--- src/tss_consts.svh ---
/*
 * offsets, field positions, reset values and timing figures of the
 * touch scan sequencer. assumes a 100 MHz system clock.
 */
`ifndef TSS_CONSTS_SVH
`define TSS_CONSTS_SVH
`define TSS_CLK_NS      10
`define TSS_BOOT_MS     135
`define TSS_BOOT_MAX_MS 430
`define TSS_ACQ_MAX_MS  250
`define TSS_MS_NS       1000000
`define TSS_OFF_CTRL    8'h00
`define TSS_OFF_CMD     8'h04
`define TSS_OFF_IDLE    8'h08
`define TSS_OFF_ACTV    8'h0c
`define TSS_OFF_A2I     8'h10
`define TSS_OFF_LIMIT   8'h14
`define TSS_OFF_ACQ     8'h18
`define TSS_OFF_NTHR    8'h1c
`define TSS_OFF_GRIP    8'h20
`define TSS_OFF_STAT    8'h24
`define TSS_OFF_MASK    8'h28
`define TSS_OFF_STATE   8'h2c
`define TSS_OFF_TOUCH   8'h30
`define TSS_CTRL_SS     0
`define TSS_CTRL_NOISE  1
`define TSS_CTRL_SELF   2
`define TSS_CTRL_GRIP   3
`define TSS_CMD_RECAL   0
`define TSS_CMD_TUNE    1
`define TSS_ST_BOOT     0
`define TSS_ST_SIGNAL_TIMING_ERROR   1
`define TSS_ST_TOUCH    2
`define TSS_ST_MODE     3
`define TSS_RST_IDLE    8'h64
`define TSS_RST_ACTV    8'h10
`define TSS_RST_A2I     8'h32
`define TSS_RST_LIMIT   8'h03
`define TSS_RST_ACQ     8'h14
`define TSS_RST_NTHR    8'h80
`endif

--- src/tss_pkg.sv ---
/*
 * types of the touch scan sequencer.
 * assumes tss_consts.svh is compiled alongside.
 */
`default_nettype none
package tss_pkg;
    typedef enum logic [1:0] {
        PH_BOOT  = 2'b00,
        PH_BURST = 2'b01,
        PH_SLEEP = 2'b10
    } tss_phase_t;
    typedef struct packed {
        logic grip_en;
        logic self_sched;
        logic host_noise;
        logic ss_en;
    } tss_ctrl_t;
    typedef struct packed {
        logic [1:0] ctrl;
        logic       active;
    } tss_noise_t;
endpackage
`default_nettype wire

--- src/tss_top.sv ---
/*
 * touch scan sequencer: boot readiness, active/idle burst cycles,
 * per-node detection integrator, calibration and noise triggers,
 * spread spectrum, moisture and grip handling, axi4-lite registers.
 * assumes synchronous inputs from the analog front end on aclk.
 */
// Added by the designer: register access over AXI4-Lite and the address map.
`include "tss_consts.svh"
`default_nettype none
module tss_top import tss_pkg::*; #(
    parameter int NODES      = 16,
    parameter int BOOT_CYC   = `TSS_BOOT_MS * (`TSS_MS_NS / `TSS_CLK_NS),
    parameter int MS_CYC     = `TSS_MS_NS / `TSS_CLK_NS
) (
    // clock and reset
    input  wire logic             aclk,
    input  wire logic             aresetn,
    // axi4-lite slave
    input  wire logic [7:0]       s_axi_awaddr,
    input  wire logic             s_axi_awvalid,
    output logic                  s_axi_awready,
    input  wire logic [31:0]      s_axi_wdata,
    input  wire logic [3:0]       s_axi_wstrb,
    input  wire logic             s_axi_wvalid,
    output logic                  s_axi_wready,
    output logic [1:0]            s_axi_bresp,
    output logic                  s_axi_bvalid,
    input  wire logic             s_axi_bready,
    input  wire logic [7:0]       s_axi_araddr,
    input  wire logic             s_axi_arvalid,
    output logic                  s_axi_arready,
    output logic [31:0]           s_axi_rdata,
    output logic [1:0]            s_axi_rresp,
    output logic                  s_axi_rvalid,
    input  wire logic             s_axi_rready,
    // front end
    input  wire logic [NODES-1:0] node_over_thr,
    input  wire logic             self_touch,
    input  wire logic             moisture,
    input  wire logic [7:0]       noise_level,
    // outputs
    output logic                  message_pending_n,
    output logic                  irq,
    output logic                  active_mode,
    output logic                  burst_active,
    output logic [7:0]            burst_freq_sel,
    output logic                  calibrate,
    output tss_noise_t            noise_out,
    output logic [NODES-1:0]      touch_map
);
    localparam int NW = $clog2(NODES + 1);
    localparam logic [31:0] ACQ_MAX = 32'(`TSS_ACQ_MAX_MS);

    tss_phase_t       phase_reg;
    tss_ctrl_t        ctrl_reg;
    logic [7:0]       idle_reg, actv_reg, a2i_reg, limit_reg, acq_reg, nthr_reg;
    logic [NODES-1:0] grip_reg;
    logic [3:0]       stat_reg, mask_reg, stat_set;
    logic [31:0]      boot_cnt_reg, ms_div_reg;
    logic [7:0]       cyc_ms_reg, idle_cnt_reg;
    logic [NW-1:0]    node_idx_reg;
    logic             ms_tick, burst_end, cycle_end, any_touch;
    logic             cfg_cal, moist_cal_reg, moist_prev_reg;
    logic [NODES-1:0] touched, reported;
    logic [7:0]       integ [NODES];
    logic [1:0]       cmd_w;

    // axi write side: address and data taken in any order
    logic [7:0]  aw_reg;
    logic [31:0] w_reg;
    logic        aw_ok, w_ok, wr_go;
    assign wr_go = aw_ok & w_ok & ~s_axi_bvalid;
    always_ff @(posedge aclk) begin
        if (!aresetn) begin
            aw_ok         <= 1'b0;
            w_ok          <= 1'b0;
            aw_reg        <= 8'h00;
            w_reg         <= 32'h0000_0000;
            s_axi_awready <= 1'b0;
            s_axi_wready  <= 1'b0;
            s_axi_bvalid  <= 1'b0;
            s_axi_bresp   <= 2'b00;
        end else begin
            s_axi_awready <= ~aw_ok & ~(s_axi_awvalid & s_axi_awready);
            s_axi_wready  <= ~w_ok & ~(s_axi_wvalid & s_axi_wready);
            if (s_axi_awvalid && s_axi_awready) begin
                aw_ok  <= 1'b1;
                aw_reg <= s_axi_awaddr;
            end
            if (s_axi_wvalid && s_axi_wready) begin
                w_ok  <= 1'b1;
                w_reg <= s_axi_wdata;
            end
            if (wr_go) begin
                aw_ok        <= 1'b0;
                w_ok         <= 1'b0;
                s_axi_bvalid <= 1'b1;
                s_axi_bresp  <= (aw_reg > `TSS_OFF_MASK) ? 2'b10 : 2'b00;
            end else if (s_axi_bready) begin
                s_axi_bvalid <= 1'b0;
            end
        end
    end

    // wstrb ignored: every field sits in the low byte lane except grip, which takes the low NODES bits
    function automatic logic hit(input logic [7:0] off);
        return wr_go && aw_reg == off;
    endfunction
    assign cmd_w = hit(`TSS_OFF_CMD) ? w_reg[1:0] : 2'b00;
    assign cfg_cal = hit(`TSS_OFF_LIMIT) | hit(`TSS_OFF_ACQ) | hit(`TSS_OFF_NTHR);

    always_ff @(posedge aclk) begin
        if (!aresetn) begin
            ctrl_reg  <= '0;
            idle_reg  <= `TSS_RST_IDLE;
            actv_reg  <= `TSS_RST_ACTV;
            a2i_reg   <= `TSS_RST_A2I;
            limit_reg <= `TSS_RST_LIMIT;
            acq_reg   <= `TSS_RST_ACQ;
            nthr_reg  <= `TSS_RST_NTHR;
            grip_reg  <= '0;
            mask_reg  <= 4'h0;
        end else begin
            if (hit(`TSS_OFF_CTRL)) ctrl_reg <= w_reg[3:0];
            if (hit(`TSS_OFF_IDLE)) idle_reg <= w_reg[7:0];
            if (hit(`TSS_OFF_ACTV)) actv_reg <= w_reg[7:0];
            if (hit(`TSS_OFF_A2I)) a2i_reg <= w_reg[7:0];
            if (hit(`TSS_OFF_LIMIT)) limit_reg <= w_reg[7:0];
            if (hit(`TSS_OFF_ACQ)) acq_reg <= w_reg[7:0];
            if (hit(`TSS_OFF_NTHR)) nthr_reg <= w_reg[7:0];
            if (hit(`TSS_OFF_GRIP)) grip_reg <= w_reg[NODES-1:0];
            if (hit(`TSS_OFF_MASK)) mask_reg <= w_reg[3:0];
        end
    end

    // sticky status, set beats write-one-to-clear
    always_ff @(posedge aclk) begin
        if (!aresetn) begin
            stat_reg <= 4'h0;
        end else begin
            stat_reg <= (stat_reg & ~(hit(`TSS_OFF_STAT) ? w_reg[3:0] : 4'h0)) | stat_set;
        end
    end

    // axi read side
    always_ff @(posedge aclk) begin
        if (!aresetn) begin
            s_axi_arready <= 1'b0;
            s_axi_rvalid  <= 1'b0;
            s_axi_rdata   <= 32'h0000_0000;
            s_axi_rresp   <= 2'b00;
        end else begin
            s_axi_arready <= ~s_axi_rvalid & ~(s_axi_arvalid & s_axi_arready);
            if (s_axi_arvalid && s_axi_arready) begin
                s_axi_rvalid <= 1'b1;
                s_axi_rresp  <= 2'b00;
                case (s_axi_araddr)
                    `TSS_OFF_CTRL:  s_axi_rdata <= {28'h0, ctrl_reg};
                    `TSS_OFF_CMD:   s_axi_rdata <= 32'h0;
                    `TSS_OFF_IDLE:  s_axi_rdata <= {24'h0, idle_reg};
                    `TSS_OFF_ACTV:  s_axi_rdata <= {24'h0, actv_reg};
                    `TSS_OFF_A2I:   s_axi_rdata <= {24'h0, a2i_reg};
                    `TSS_OFF_LIMIT: s_axi_rdata <= {24'h0, limit_reg};
                    `TSS_OFF_ACQ:   s_axi_rdata <= {24'h0, acq_reg};
                    `TSS_OFF_NTHR:  s_axi_rdata <= {24'h0, nthr_reg};
                    `TSS_OFF_GRIP:  s_axi_rdata <= 32'(grip_reg);
                    `TSS_OFF_STAT:  s_axi_rdata <= {28'h0, stat_reg};
                    `TSS_OFF_MASK:  s_axi_rdata <= {28'h0, mask_reg};
                    `TSS_OFF_STATE: s_axi_rdata <= {27'h0, noise_out, active_mode, moist_cal_reg};
                    `TSS_OFF_TOUCH: s_axi_rdata <= 32'(touch_map);
                    default: begin
                        s_axi_rdata <= 32'h0;
                        s_axi_rresp <= 2'b10;
                    end
                endcase
            end else if (s_axi_rready) begin
                s_axi_rvalid <= 1'b0;
            end
        end
    end

    // 1 ms enable from a divider
    assign ms_tick = (ms_div_reg == 32'(MS_CYC - 1));
    always_ff @(posedge aclk) begin
        if (!aresetn) ms_div_reg <= 32'h0;
        else ms_div_reg <= ms_tick ? 32'h0 : ms_div_reg + 32'h1;
    end

    // cycle sequencing: boot, burst over all nodes, sleep
    assign burst_end = (phase_reg == PH_BURST) && node_idx_reg == NW'(NODES - 1);
    assign cycle_end = (phase_reg == PH_SLEEP) && ms_tick &&
                       cyc_ms_reg + 8'h1 >= (active_mode ? actv_reg : idle_reg);
    always_ff @(posedge aclk) begin
        if (!aresetn) begin
            phase_reg    <= PH_BOOT;
            boot_cnt_reg <= 32'h0;
            node_idx_reg <= '0;
            cyc_ms_reg   <= 8'h0;
            burst_active <= 1'b0;
        end else begin
            if (phase_reg == PH_BURST && ms_tick) cyc_ms_reg <= cyc_ms_reg + 8'h1;
            case (phase_reg)
                PH_BOOT: begin
                    boot_cnt_reg <= boot_cnt_reg + 32'h1;
                    if (boot_cnt_reg == 32'(BOOT_CYC - 1)) begin
                        phase_reg    <= PH_BURST;
                        burst_active <= 1'b1;
                    end
                end
                PH_BURST: begin
                    node_idx_reg <= node_idx_reg + NW'(1);
                    if (burst_end) begin
                        phase_reg    <= PH_SLEEP;
                        burst_active <= 1'b0;
                        node_idx_reg <= '0;
                    end
                end
                PH_SLEEP: begin
                    if (ms_tick) cyc_ms_reg <= cyc_ms_reg + 8'h1;
                    if (cycle_end) begin
                        phase_reg    <= PH_BURST;
                        burst_active <= 1'b1;
                        cyc_ms_reg   <= 8'h0;
                    end
                end
                default: phase_reg <= PH_BOOT;
            endcase
        end
    end

    // per-node detection integrator, updated once per acquisition
    for (genvar n = 0; n < NODES; n++) begin : g_integ
        always_ff @(posedge aclk) begin
            if (!aresetn || calibrate) begin
                integ[n] <= 8'h0;
            end else if (burst_end) begin
                if (!node_over_thr[n]) integ[n] <= 8'h0;
                else if (integ[n] < limit_reg) integ[n] <= integ[n] + 8'h1;
            end
        end
        assign touched[n] = (limit_reg != 8'h0) && integ[n] >= limit_reg;
    end

    // mutual first; self catches a lone touch, or counts alongside mutual while wet
    assign reported = touched & ~(ctrl_reg.grip_en ? grip_reg : '0);
    assign any_touch = (|reported) || (ctrl_reg.self_sched && self_touch &&
                       (moisture || ~|touched));

    always_ff @(posedge aclk) begin
        if (!aresetn) begin
            touch_map    <= '0;
            active_mode  <= 1'b0;
            idle_cnt_reg <= 8'h0;
        end else if (cycle_end) begin
            touch_map <= reported;
            if (any_touch) begin
                active_mode  <= 1'b1;
                idle_cnt_reg <= 8'h0;
            end else if (idle_cnt_reg + 8'h1 >= a2i_reg) begin
                active_mode  <= 1'b0;
            end else begin
                idle_cnt_reg <= idle_cnt_reg + 8'h1;
            end
        end
    end

    // status events
    always_comb begin
        stat_set = 4'h0;
        stat_set[`TSS_ST_BOOT]   = phase_reg == PH_BOOT && boot_cnt_reg == 32'(BOOT_CYC - 1);
        stat_set[`TSS_ST_SIGNAL_TIMING_ERROR] = burst_end && 32'(acq_reg) > ACQ_MAX;
        stat_set[`TSS_ST_TOUCH]  = cycle_end && reported != touch_map;
        stat_set[`TSS_ST_MODE]   = cycle_end && (any_touch != active_mode);
    end

    // pending line held high through boot, low once ready or a message waits
    always_ff @(posedge aclk) begin
        if (!aresetn) begin
            message_pending_n <= 1'b1;
            irq               <= 1'b0;
        end else begin
            message_pending_n <= ~|stat_reg;
            irq               <= |(stat_reg & mask_reg);
        end
    end

    // calibration triggers; moisture included in a calibration is remembered
    always_ff @(posedge aclk) begin
        if (!aresetn) begin
            calibrate      <= 1'b0;
            moist_cal_reg  <= 1'b0;
            moist_prev_reg <= 1'b0;
        end else begin
            moist_prev_reg <= moisture;
            calibrate <= cmd_w[`TSS_CMD_RECAL] | cmd_w[`TSS_CMD_TUNE] | cfg_cal |
                         (moist_cal_reg & moist_prev_reg & ~moisture);
            if (calibrate) moist_cal_reg <= moisture;
            else if (!moisture) moist_cal_reg <= 1'b0;
        end
    end

    // noise suppression: host flag or internal measurement above threshold
    always_ff @(posedge aclk) begin
        if (!aresetn) begin
            noise_out <= '0;
        end else begin
            noise_out.active <= ctrl_reg.host_noise | (noise_level > nthr_reg);
            noise_out.ctrl   <= (noise_level > nthr_reg) ? noise_level[7:6] :
                                {1'b0, ctrl_reg.host_noise};
        end
    end

    // lfsr steps on every measurement pulse; fixed frequency otherwise
    always_ff @(posedge aclk) begin
        if (!aresetn) begin
            burst_freq_sel <= 8'h01;
        end else if (phase_reg == PH_BURST && ctrl_reg.ss_en) begin
            burst_freq_sel <= {burst_freq_sel[6:0],
                burst_freq_sel[7] ^ burst_freq_sel[5] ^ burst_freq_sel[4] ^ burst_freq_sel[3]};
        end else if (!ctrl_reg.ss_en) begin
            burst_freq_sel <= 8'h01;
        end
    end
endmodule
`default_nettype wire

--- config.mk ---
export PLATFORM = sky130hd
export DESIGN_NAME = tss_top
export DESIGN_NICKNAME = d
export VERILOG_FILES = /design/src/tss_pkg.sv /design/src/tss_top.sv
export VERILOG_INCLUDE_DIRS = /design/src /design/src/src
export SDC_FILE = /design/constraint.sdc
export NUM_CORES = 1
export LEC_CHECK = 0
export BUFFER_PORTS_ARGS = -buffer_cell sky130_fd_sc_hd__buf_2
export CORE_UTILIZATION = 54
export CTS_BUF_LIST = sky130_fd_sc_hd__clkbuf_4
export DETAILED_ROUTE_END_ITERATION = 8
export PLACE_DENSITY_LB_ADDON = 0.05
export REMOVE_ABC_BUFFERS = 1
export SKIP_CTS_REPAIR_TIMING = 1
export SLEW_MARGIN = 10
export SYNTH_ARGS = -nofsm -noshare
export SYNTH_HDL_FRONTEND = slang
export SYNTH_SLANG_ARGS = --single-unit
--- constraint.sdc ---
create_clock -name aclk -period 4.1 [get_ports aclk]
set_input_delay 0.41 -clock aclk [delete_from_list [all_inputs] [get_ports aclk]]
set_output_delay 0.41 -clock aclk [all_outputs]
set_load 0.1 [all_outputs]
==> results.sh, run 1 <==
export IMPL_ioPinCount=158
export IMPL_largest_register_ffs=128
export IMPL_die_w_um=201
export IMPL_min_path_cells=4
export IMPL_synthesis_area_sq_mm=0.0214
export IMPL_portBuffers=119
export IMPL_die_height_um=201
export IMPL_worstSetupStartpointType="register"
export IMPL_grt_max_degree=89
export IMPL_synth_compound_area_share_pct=11.8
export IMPL_hold_path_class="input port to register"
export IMPL_swShare_pct=26.9
export IMPL_place_area_sq_mm=0.0226
export IMPL_path_clk_slew_ps=70
export IMPL_clockRootBuffer="clkbuf_4"
export IMPL_switchingPower_uw=2200
export IMPL_rsz0062_at_grt="false"
export IMPL_dp_cells=2945
export IMPL_numCtsBuffers=101
export IMPL_layout_nets=2834
export IMPL_synth_fa_ha_area_share_pct=10.4
export IMPL_fin_skew_ps=54.8
export IMPL_yosys_area_share_simple_pct=21.8
export IMPL_drtIter0Drc=1090
export IMPL_synthXorXnorAreaFrac_pct=7.51
export IMPL_pwr_share_comb_pct=9.5
export IMPL_grtUsageTotal_pct=28.0
export IMPL_p_leak_uw=0.00974
export IMPL_worstSkewPairLatency_ps=840
export IMPL_gp_congestion=0.917
export IMPL_ant_nets=0
export IMPL_min_delay_start="s_axi_arvalid"
export IMPL_cp_end_kind="register"
export IMPL_cap_viol_max_count=0
export IMPL_mostFrequentLayoutCells="281 x nor2_1, 246 x dfxtp_1, 204 x nand2_1"
export IMPL_crit_type="register to register"
export IMPL_ir_worst_vdd_mv=0.262
export IMPL_timing_rr_start="limit_reg[3]$_SDFFE_PN0P_"
export IMPL_pwr_share_seq_pct=49.4
export IMPL_tightest_slew_ps=1150
export IMPL_regArea_sq_mm=0.00877
export IMPL_layout_commonest_cell="nor2_1"
export IMPL_regToRegSetupSlack_ps=290
export IMPL_rows=72
export IMPL_crit_arrival_ps=4590
export IMPL_overflow=0
export IMPL_fin_crit_sh_pct=92.9
export IMPL_synthMuxAreaShare_pct=4.13
export IMPL_drc_errors=0
export IMPL_synth_ff_type="dfxtp_1"
export IMPL_initial_core_util_pct=55.0
export IMPL_synth_edff_count=128
export IMPL_ys_warn_count=0
export IMPL_wirelength_um=56900
export IMPL_cp_max_fo=12
export IMPL_dr_pass1_iters=7
export IMPL_async_flop_share_pct=0
export IMPL_setup_viol=0
export IMPL_grt_pass1_vias=17566
export IMPL_avgRoutedWirePerCell_um=17.9
export IMPL_area_growth_pct=14.1
export IMPL_min_to="s_axi_rresp[1]$_SDFFE_PN0P_"
export IMPL_power_density_mw_per_mm2=336
export IMPL_clkPwrFrac_pct=41.1
export IMPL_worstPathRequired_ps=4880
export IMPL_dieArea_sq_mm=0.0403
export IMPL_hold_violations=0
export IMPL_regToRegEndpoint="idle_cnt_reg[2]$_SDFFE_PN0P_"
export IMPL_postSynthCellCount=2337
export IMPL_vias_per_cell=5.69
export IMPL_instances_no_fill=3171
export IMPL_drive_above_1_share_pct=13.4
export IMPL_cts_sinks=374
export IMPL_drv_slew=0
export IMPL_antenna_found_initial=1
export IMPL_fmax_mhz=263
export IMPL_hpwl_um=41000
export IMPL_syn_avg_cell_area_sq_um=9.14
export IMPL_internal_power_uw=5980
export IMPL_vias=18055
export IMPL_multiInputGateArea_sq_mm=0.0120
export IMPL_post_route_min_period_ps=3810
export IMPL_grt_pass1_wl_um=90800
export IMPL_yosysUniqueCellTypes=68
export IMPL_synth_seq_cells=374
export IMPL_synth_seq_area_share_pct=41.1
export IMPL_cts_tree="done"
export IMPL_outcome="complete, no violations"
export IMPL_reg2reg_depth=13
export IMPL_htreeDepth=3
export IMPL_finalInstanceArea_sq_mm=0.0244
export IMPL_nFillCells=3394
export IMPL_core_area_sq_mm=0.0388
export IMPL_max_clock_path_buffers=3
export IMPL_timing_slew_headroom_pct=22.7
export IMPL_synth_top_family_by_area="simple AND/OR/NAND/NOR gates"
==> cell type report <==
cell class                      instances  share of cell area [%]
Timing Repair Buffer                  205                    5.67
Sequential cell                       374                    36.0
Clock inverter                         28                   0.616
Multi-Input combinational cell       1811                    49.1
Tap cell                              518                    2.66
Antenna cell                            2                  0.0205
Inverter                               79                    1.23
Clock buffer                          154                    4.75
==> Yosys cell counts (20+ instances only) <==
| cell | n | area (sq um) |
|---|---|---|
| o21ai_0 | 79 | 395 |
| a22o_1 | 20 | 175 |
| ha_1 | 177 | 2210 |
| nand3_1 | 140 | 701 |
| xnor2_1 | 71 | 622 |
| and3_1 | 47 | 294 |
| nor4_1 | 23 | 144 |
| nor2_1 | 281 | 1050 |
| nand2_1 | 204 | 766 |
| mux2i_1 | 87 | 871 |
| clkbuf_1 | 65 | 244 |
| inv_1 | 77 | 289 |
| nand4_1 | 54 | 338 |
| a21boi_0 | 35 | 263 |
| edfxtp_1 | 128 | 3840 |
| or3_1 | 24 | 150 |
| xor2_1 | 112 | 981 |
| dfxtp_1 | 246 | 4920 |
| nor2b_1 | 99 | 619 |
| a22oi_1 | 21 | 158 |
| a21oi_1 | 118 | 591 |
==> power groups by stage <==
stage / combinational, uW / sequential (uW) / clock [uW]
finish: 777 / 4040 / 3360
global route: 860 / 4050 / 3660
CTS: 748 / 4040 / 3460
detailed placement: 742 / 4120 / 0
global placement: 720 / 4110 / 0
floorplan: 492 / 4130 / 0
==> worst max-delay path, cell delays in order, from the launching register on <==
cell and delay [ps]:
dfxtp_1 450, clkinvlp_4 150, buf_12 160, buf_4 140, ha_1 330, a21oi_1 200
a31oi_1 250, nor4b_1 440, nand4_1 190, o21a_1 230, or3_1 540, buf_4 260
nor4_1 250, o31a_1 150
==> through the flow <==
step,setup WS (ps),power (uW),util (%),setup TNS [ps],hold WS (ps)
finish,291,8180,62.8,0,20.6
global route,61.0,8570,62.8,0,52.0
CTS,283,8240,61.6,0,-216
detailed placement,312,4860,58.2,0,434
global placement,422,4830,58.2,0,427
floorplan,-127,4620,-,-309,393
==> routing by layer <==
layer | vias up | GRT usage (%) | wire length (um)
met3 | 133 | 4.72 | 2930
met2 | 504 | 46.1 | 26700
met1 | 8579 | 35.5 | 24900
li1 | 8839 | - | -
met4 | 0 | 13.9 | 2270
met5 | - | 0 | 0
==> how the worst max path moves through the flow <==
stage / endpoint / startpoint / slack (ps) / depth (start not counted)
final: idle_cnt_reg[2]$_SDFFE_PN0P_ / limit_reg[3]$_SDFFE_PN0P_ / 290 / 13
after global routing: idle_cnt_reg[2]$_SDFFE_PN0P_ / limit_reg[1]$_SDFFE_PN1P_ / 60 / 13
after CTS: idle_cnt_reg[2]$_SDFFE_PN0P_ / limit_reg[3]$_SDFFE_PN0P_ / 280 / 12
after detailed placement: idle_cnt_reg[2]$_SDFFE_PN0P_ / limit_reg[3]$_SDFFE_PN0P_ / 310 / 12
after global placement: idle_cnt_reg[0]$_SDFFE_PN0P_ / limit_reg[3]$_SDFFE_PN0P_ / 420 / 11
after floorplan: idle_cnt_reg[0]$_SDFFE_PN0P_ / active_mode$_SDFFE_PN0P_ / -130 / 11
==> cell families after synthesis <==
family	after synthesis
AO/OA/AOI/OAI	390
XOR/XNOR	183
flip-flops	374
AND/OR/NAND/NOR	955
other	1
multiplexers	88
buffers and inverters	169
adder cells (fa/ha/maj)	177
Power figures use the tool's default switching activity.
==> inputs of run 2 (changes only) <==
--- a/config.mk
+++ b/config.mk
@@ -7,6 +7,7 @@
 export NUM_CORES = 1
 export LEC_CHECK = 0
 export BUFFER_PORTS_ARGS = -buffer_cell sky130_fd_sc_hd__buf_2
+export CORE_ASPECT_RATIO = 0.5
 export CORE_UTILIZATION = 54
 export CTS_BUF_LIST = sky130_fd_sc_hd__clkbuf_4
 export DETAILED_ROUTE_END_ITERATION = 8
==> constraint.sdc (replaced) <==
create_clock -name aclk -period 4.1 [get_ports aclk]
set_input_delay 0 -clock aclk [delete_from_list [all_inputs] [get_ports aclk]]
set_output_delay 0 -clock aclk [all_outputs]
set_load 0.1 [all_outputs]
==> run 2 against run 1 <==
Die area rose by 0.12%. Clock power fell by 5%. Critical path type unchanged. Worst hold slack improved by 100 ps. Setup slack got worse by 51 ps. Cell count rose by 2.5%. Largest cell class unchanged. Design area rose by 2.9%. Sequential share of layout area fell by 1.0 points. Count of clock-buffer cells in the layout fell by 18. Non-clock buffer count rose by 89. Maximum frequency fell by 1.3%. Combinational power rose by 6.7%. Register-to-register slack got worse by 50 ps. Critical endpoint is now idle_cnt_reg[5]$_SDFFE_PN0P_.
==> results.sh, run 2 (synthesis results as in run 1) <==
export IMPL_total_power_uw=8050
export IMPL_swShare_pct=27.7
export IMPL_htreeDepth=3
export IMPL_vias_per_cell=5.59
export IMPL_clockRootBuffer="clkbuf_4"
export IMPL_ant_nets=0
export IMPL_path_clk_slew_ps=70
export IMPL_place_area_sq_mm=0.0227
export IMPL_cts_tree="done"
export IMPL_slowest_delay_ps=610
export IMPL_fin_crit_sh_pct=94.1
export IMPL_fin_skew_ps=57.4
export IMPL_grtUsageTotal_pct=27.5
export IMPL_nFillCells=3328
export IMPL_crit_path_top_delay_cell="or3_1"
export IMPL_gp_congestion=0.855
export IMPL_die_w_um=283
export IMPL_dieArea_sq_mm=0.0404
export IMPL_cp_end_kind="register"
export IMPL_crit_arrival_ps=4580
export IMPL_postLayoutCoreUtil_pct=64.4
export IMPL_mostFrequentLayoutCells="281 x nor2_1, 246 x dfxtp_1, 204 x nand2_1"
export IMPL_outcome="complete, no violations"
export IMPL_antenna_found_initial=1
export IMPL_cap_viol_max_count=0
export IMPL_layout_nets=2911
export IMPL_timing_slew_headroom_pct=22.8
export IMPL_power_density_mw_per_mm2=321
export IMPL_drive_above_1_share_pct=12.8
export IMPL_ioPinCount=158
export IMPL_wl_met3_um=3400
export IMPL_core_area_sq_mm=0.0389
export IMPL_reg2reg_depth=14
export IMPL_avgRoutedWirePerCell_um=17.7
export IMPL_max_clock_path_buffers=3
export IMPL_p_leak_uw=0.0101
export IMPL_wirelength_um=57600
export IMPL_worstSetupStartpointType="register"
export IMPL_routed_top_layer="met4"
export IMPL_area_growth_pct=17.4
export IMPL_pwr_share_seq_pct=50.1
export IMPL_drc_errors=0
export IMPL_internal_power_uw=5830
export IMPL_min_path_cells=6
export IMPL_crit_type="register to register"
export IMPL_route_met2_wl_um=26200
export IMPL_drv_slew=0
export IMPL_worstSkewPairLatency_ps=800
export IMPL_initial_core_util_pct=54.9
export IMPL_hold_path_class="input port to register"
export IMPL_worstPathRequired_ps=4820
export IMPL_overflow=0
export IMPL_portBuffers=119
export IMPL_fmax_mhz=259
export IMPL_hold_violations=0
export IMPL_numCtsBuffers=89
export IMPL_tightest_slew_ps=1150
export IMPL_ir_worst_vdd_mv=0.229
export IMPL_post_route_min_period_ps=3860
export IMPL_largest_register_ffs=128
export IMPL_pwr_share_comb_pct=10.3
export IMPL_setup_viol=0
export IMPL_layout_commonest_cell="nor2_1"
export IMPL_cp_max_fo=14
export IMPL_crit_top_cell="buf_4"
export IMPL_switchingPower_uw=2230
export IMPL_wl_met1_um=26800
export IMPL_grt_max_degree=80
export IMPL_hpwl_um=39800
export IMPL_vias=18155
export IMPL_cts_sinks=374
export IMPL_drtIter0Drc=1370
export IMPL_grt_pass1_vias=16576
export IMPL_grt_pass1_wl_um=88400
export IMPL_die_height_um=143
export IMPL_finalInstanceArea_sq_mm=0.0251
export IMPL_rows=51
export IMPL_dr_pass1_iters=6
export IMPL_hold_slack_ps=120
export IMPL_crit_chain="inv_1 > buf_4 > ha_1 > nand2_1 > nor2_1 > a21oi_1 > buf_4 > a211oi_1 > nor4_2 > o21ai_1 > or3_1 > buf_4 > nor4_1 > o31a_1"
export IMPL_clkPwrFrac_pct=39.6
## run 2: cell types whose count changed in the layout (fill, tap and decap cells not counted), sizes merged
cell	delta
clkbuf	-18
dlygate4sd3	+76
clkinv	-4
buf	+13
## run 2: metrics by stage
step                      setup TNS (ps)  setup WS (ps)  cells
after floorplan                     -309           -127   2264
after global placement                 0            210   2967
after detailed placement               0            152   2967
after CTS                              0            133   3127
after global routing               -2.22          -2.22   3249
final                                  0            240   3250
## run 2: worst paths after layout
kind              slack [ps]                        start                           end
setup / recovery         240    limit_reg[4]$_SDFFE_PN0P_  idle_cnt_reg[5]$_SDFFE_PN0P_
hold / removal           120              s_axi_araddr[3]   s_axi_rdata[6]$_SDFFE_PN0P_
setup reg to reg         240    limit_reg[4]$_SDFFE_PN0P_  idle_cnt_reg[5]$_SDFFE_PN0P_
hold reg to reg          450  s_axi_rdata[5]$_SDFFE_PN0P_   s_axi_rdata[5]$_SDFFE_PN0P_
## run 2: layout make-up
| type | count | area (sq um) | share of cell area, % |
|---|---|---|---|
| timing repair buffer | 294 | 2240 | 8.93 |
| inverter | 79 | 308 | 1.23 |
| antenna | 2 | 5.00 | 0.0200 |
| tap | 530 | 663 | 2.64 |
| clock inverter | 24 | 124 | 0.494 |
| multi-input combinational | 1811 | 11900 | 47.6 |
| sequential | 374 | 8770 | 35.0 |
| clock buffer | 136 | 1020 | 4.07 |
## run 2: critical path, delay by kind of cell, from the launching register on
family,cells,cell delay (ps)
buffers and inverters,4,1280
DFF,1,350
adders and majority gates,1,230
AOI/OAI and AO/OA,4,590
and+or+nand+nor,5,1320
## run 2: power by group through the flow
stage / Clock [uW] / Sequential [uW] / Combinational, uW
after floorplan: 0 / 4130 / 492
after global placement: 0 / 4120 / 725
after detailed placement: 0 / 4120 / 737
after CTS: 3250 / 4040 / 741
after global routing: 3470 / 4050 / 915
final: 3190 / 4040 / 829
## run 2: per-layer routing
metal,up-vias,GRT usage [%]
met2,502,44.3
met5,-,0
met3,95,5.08
li1,9005,-
met4,0,7.91
met1,8553,37.8
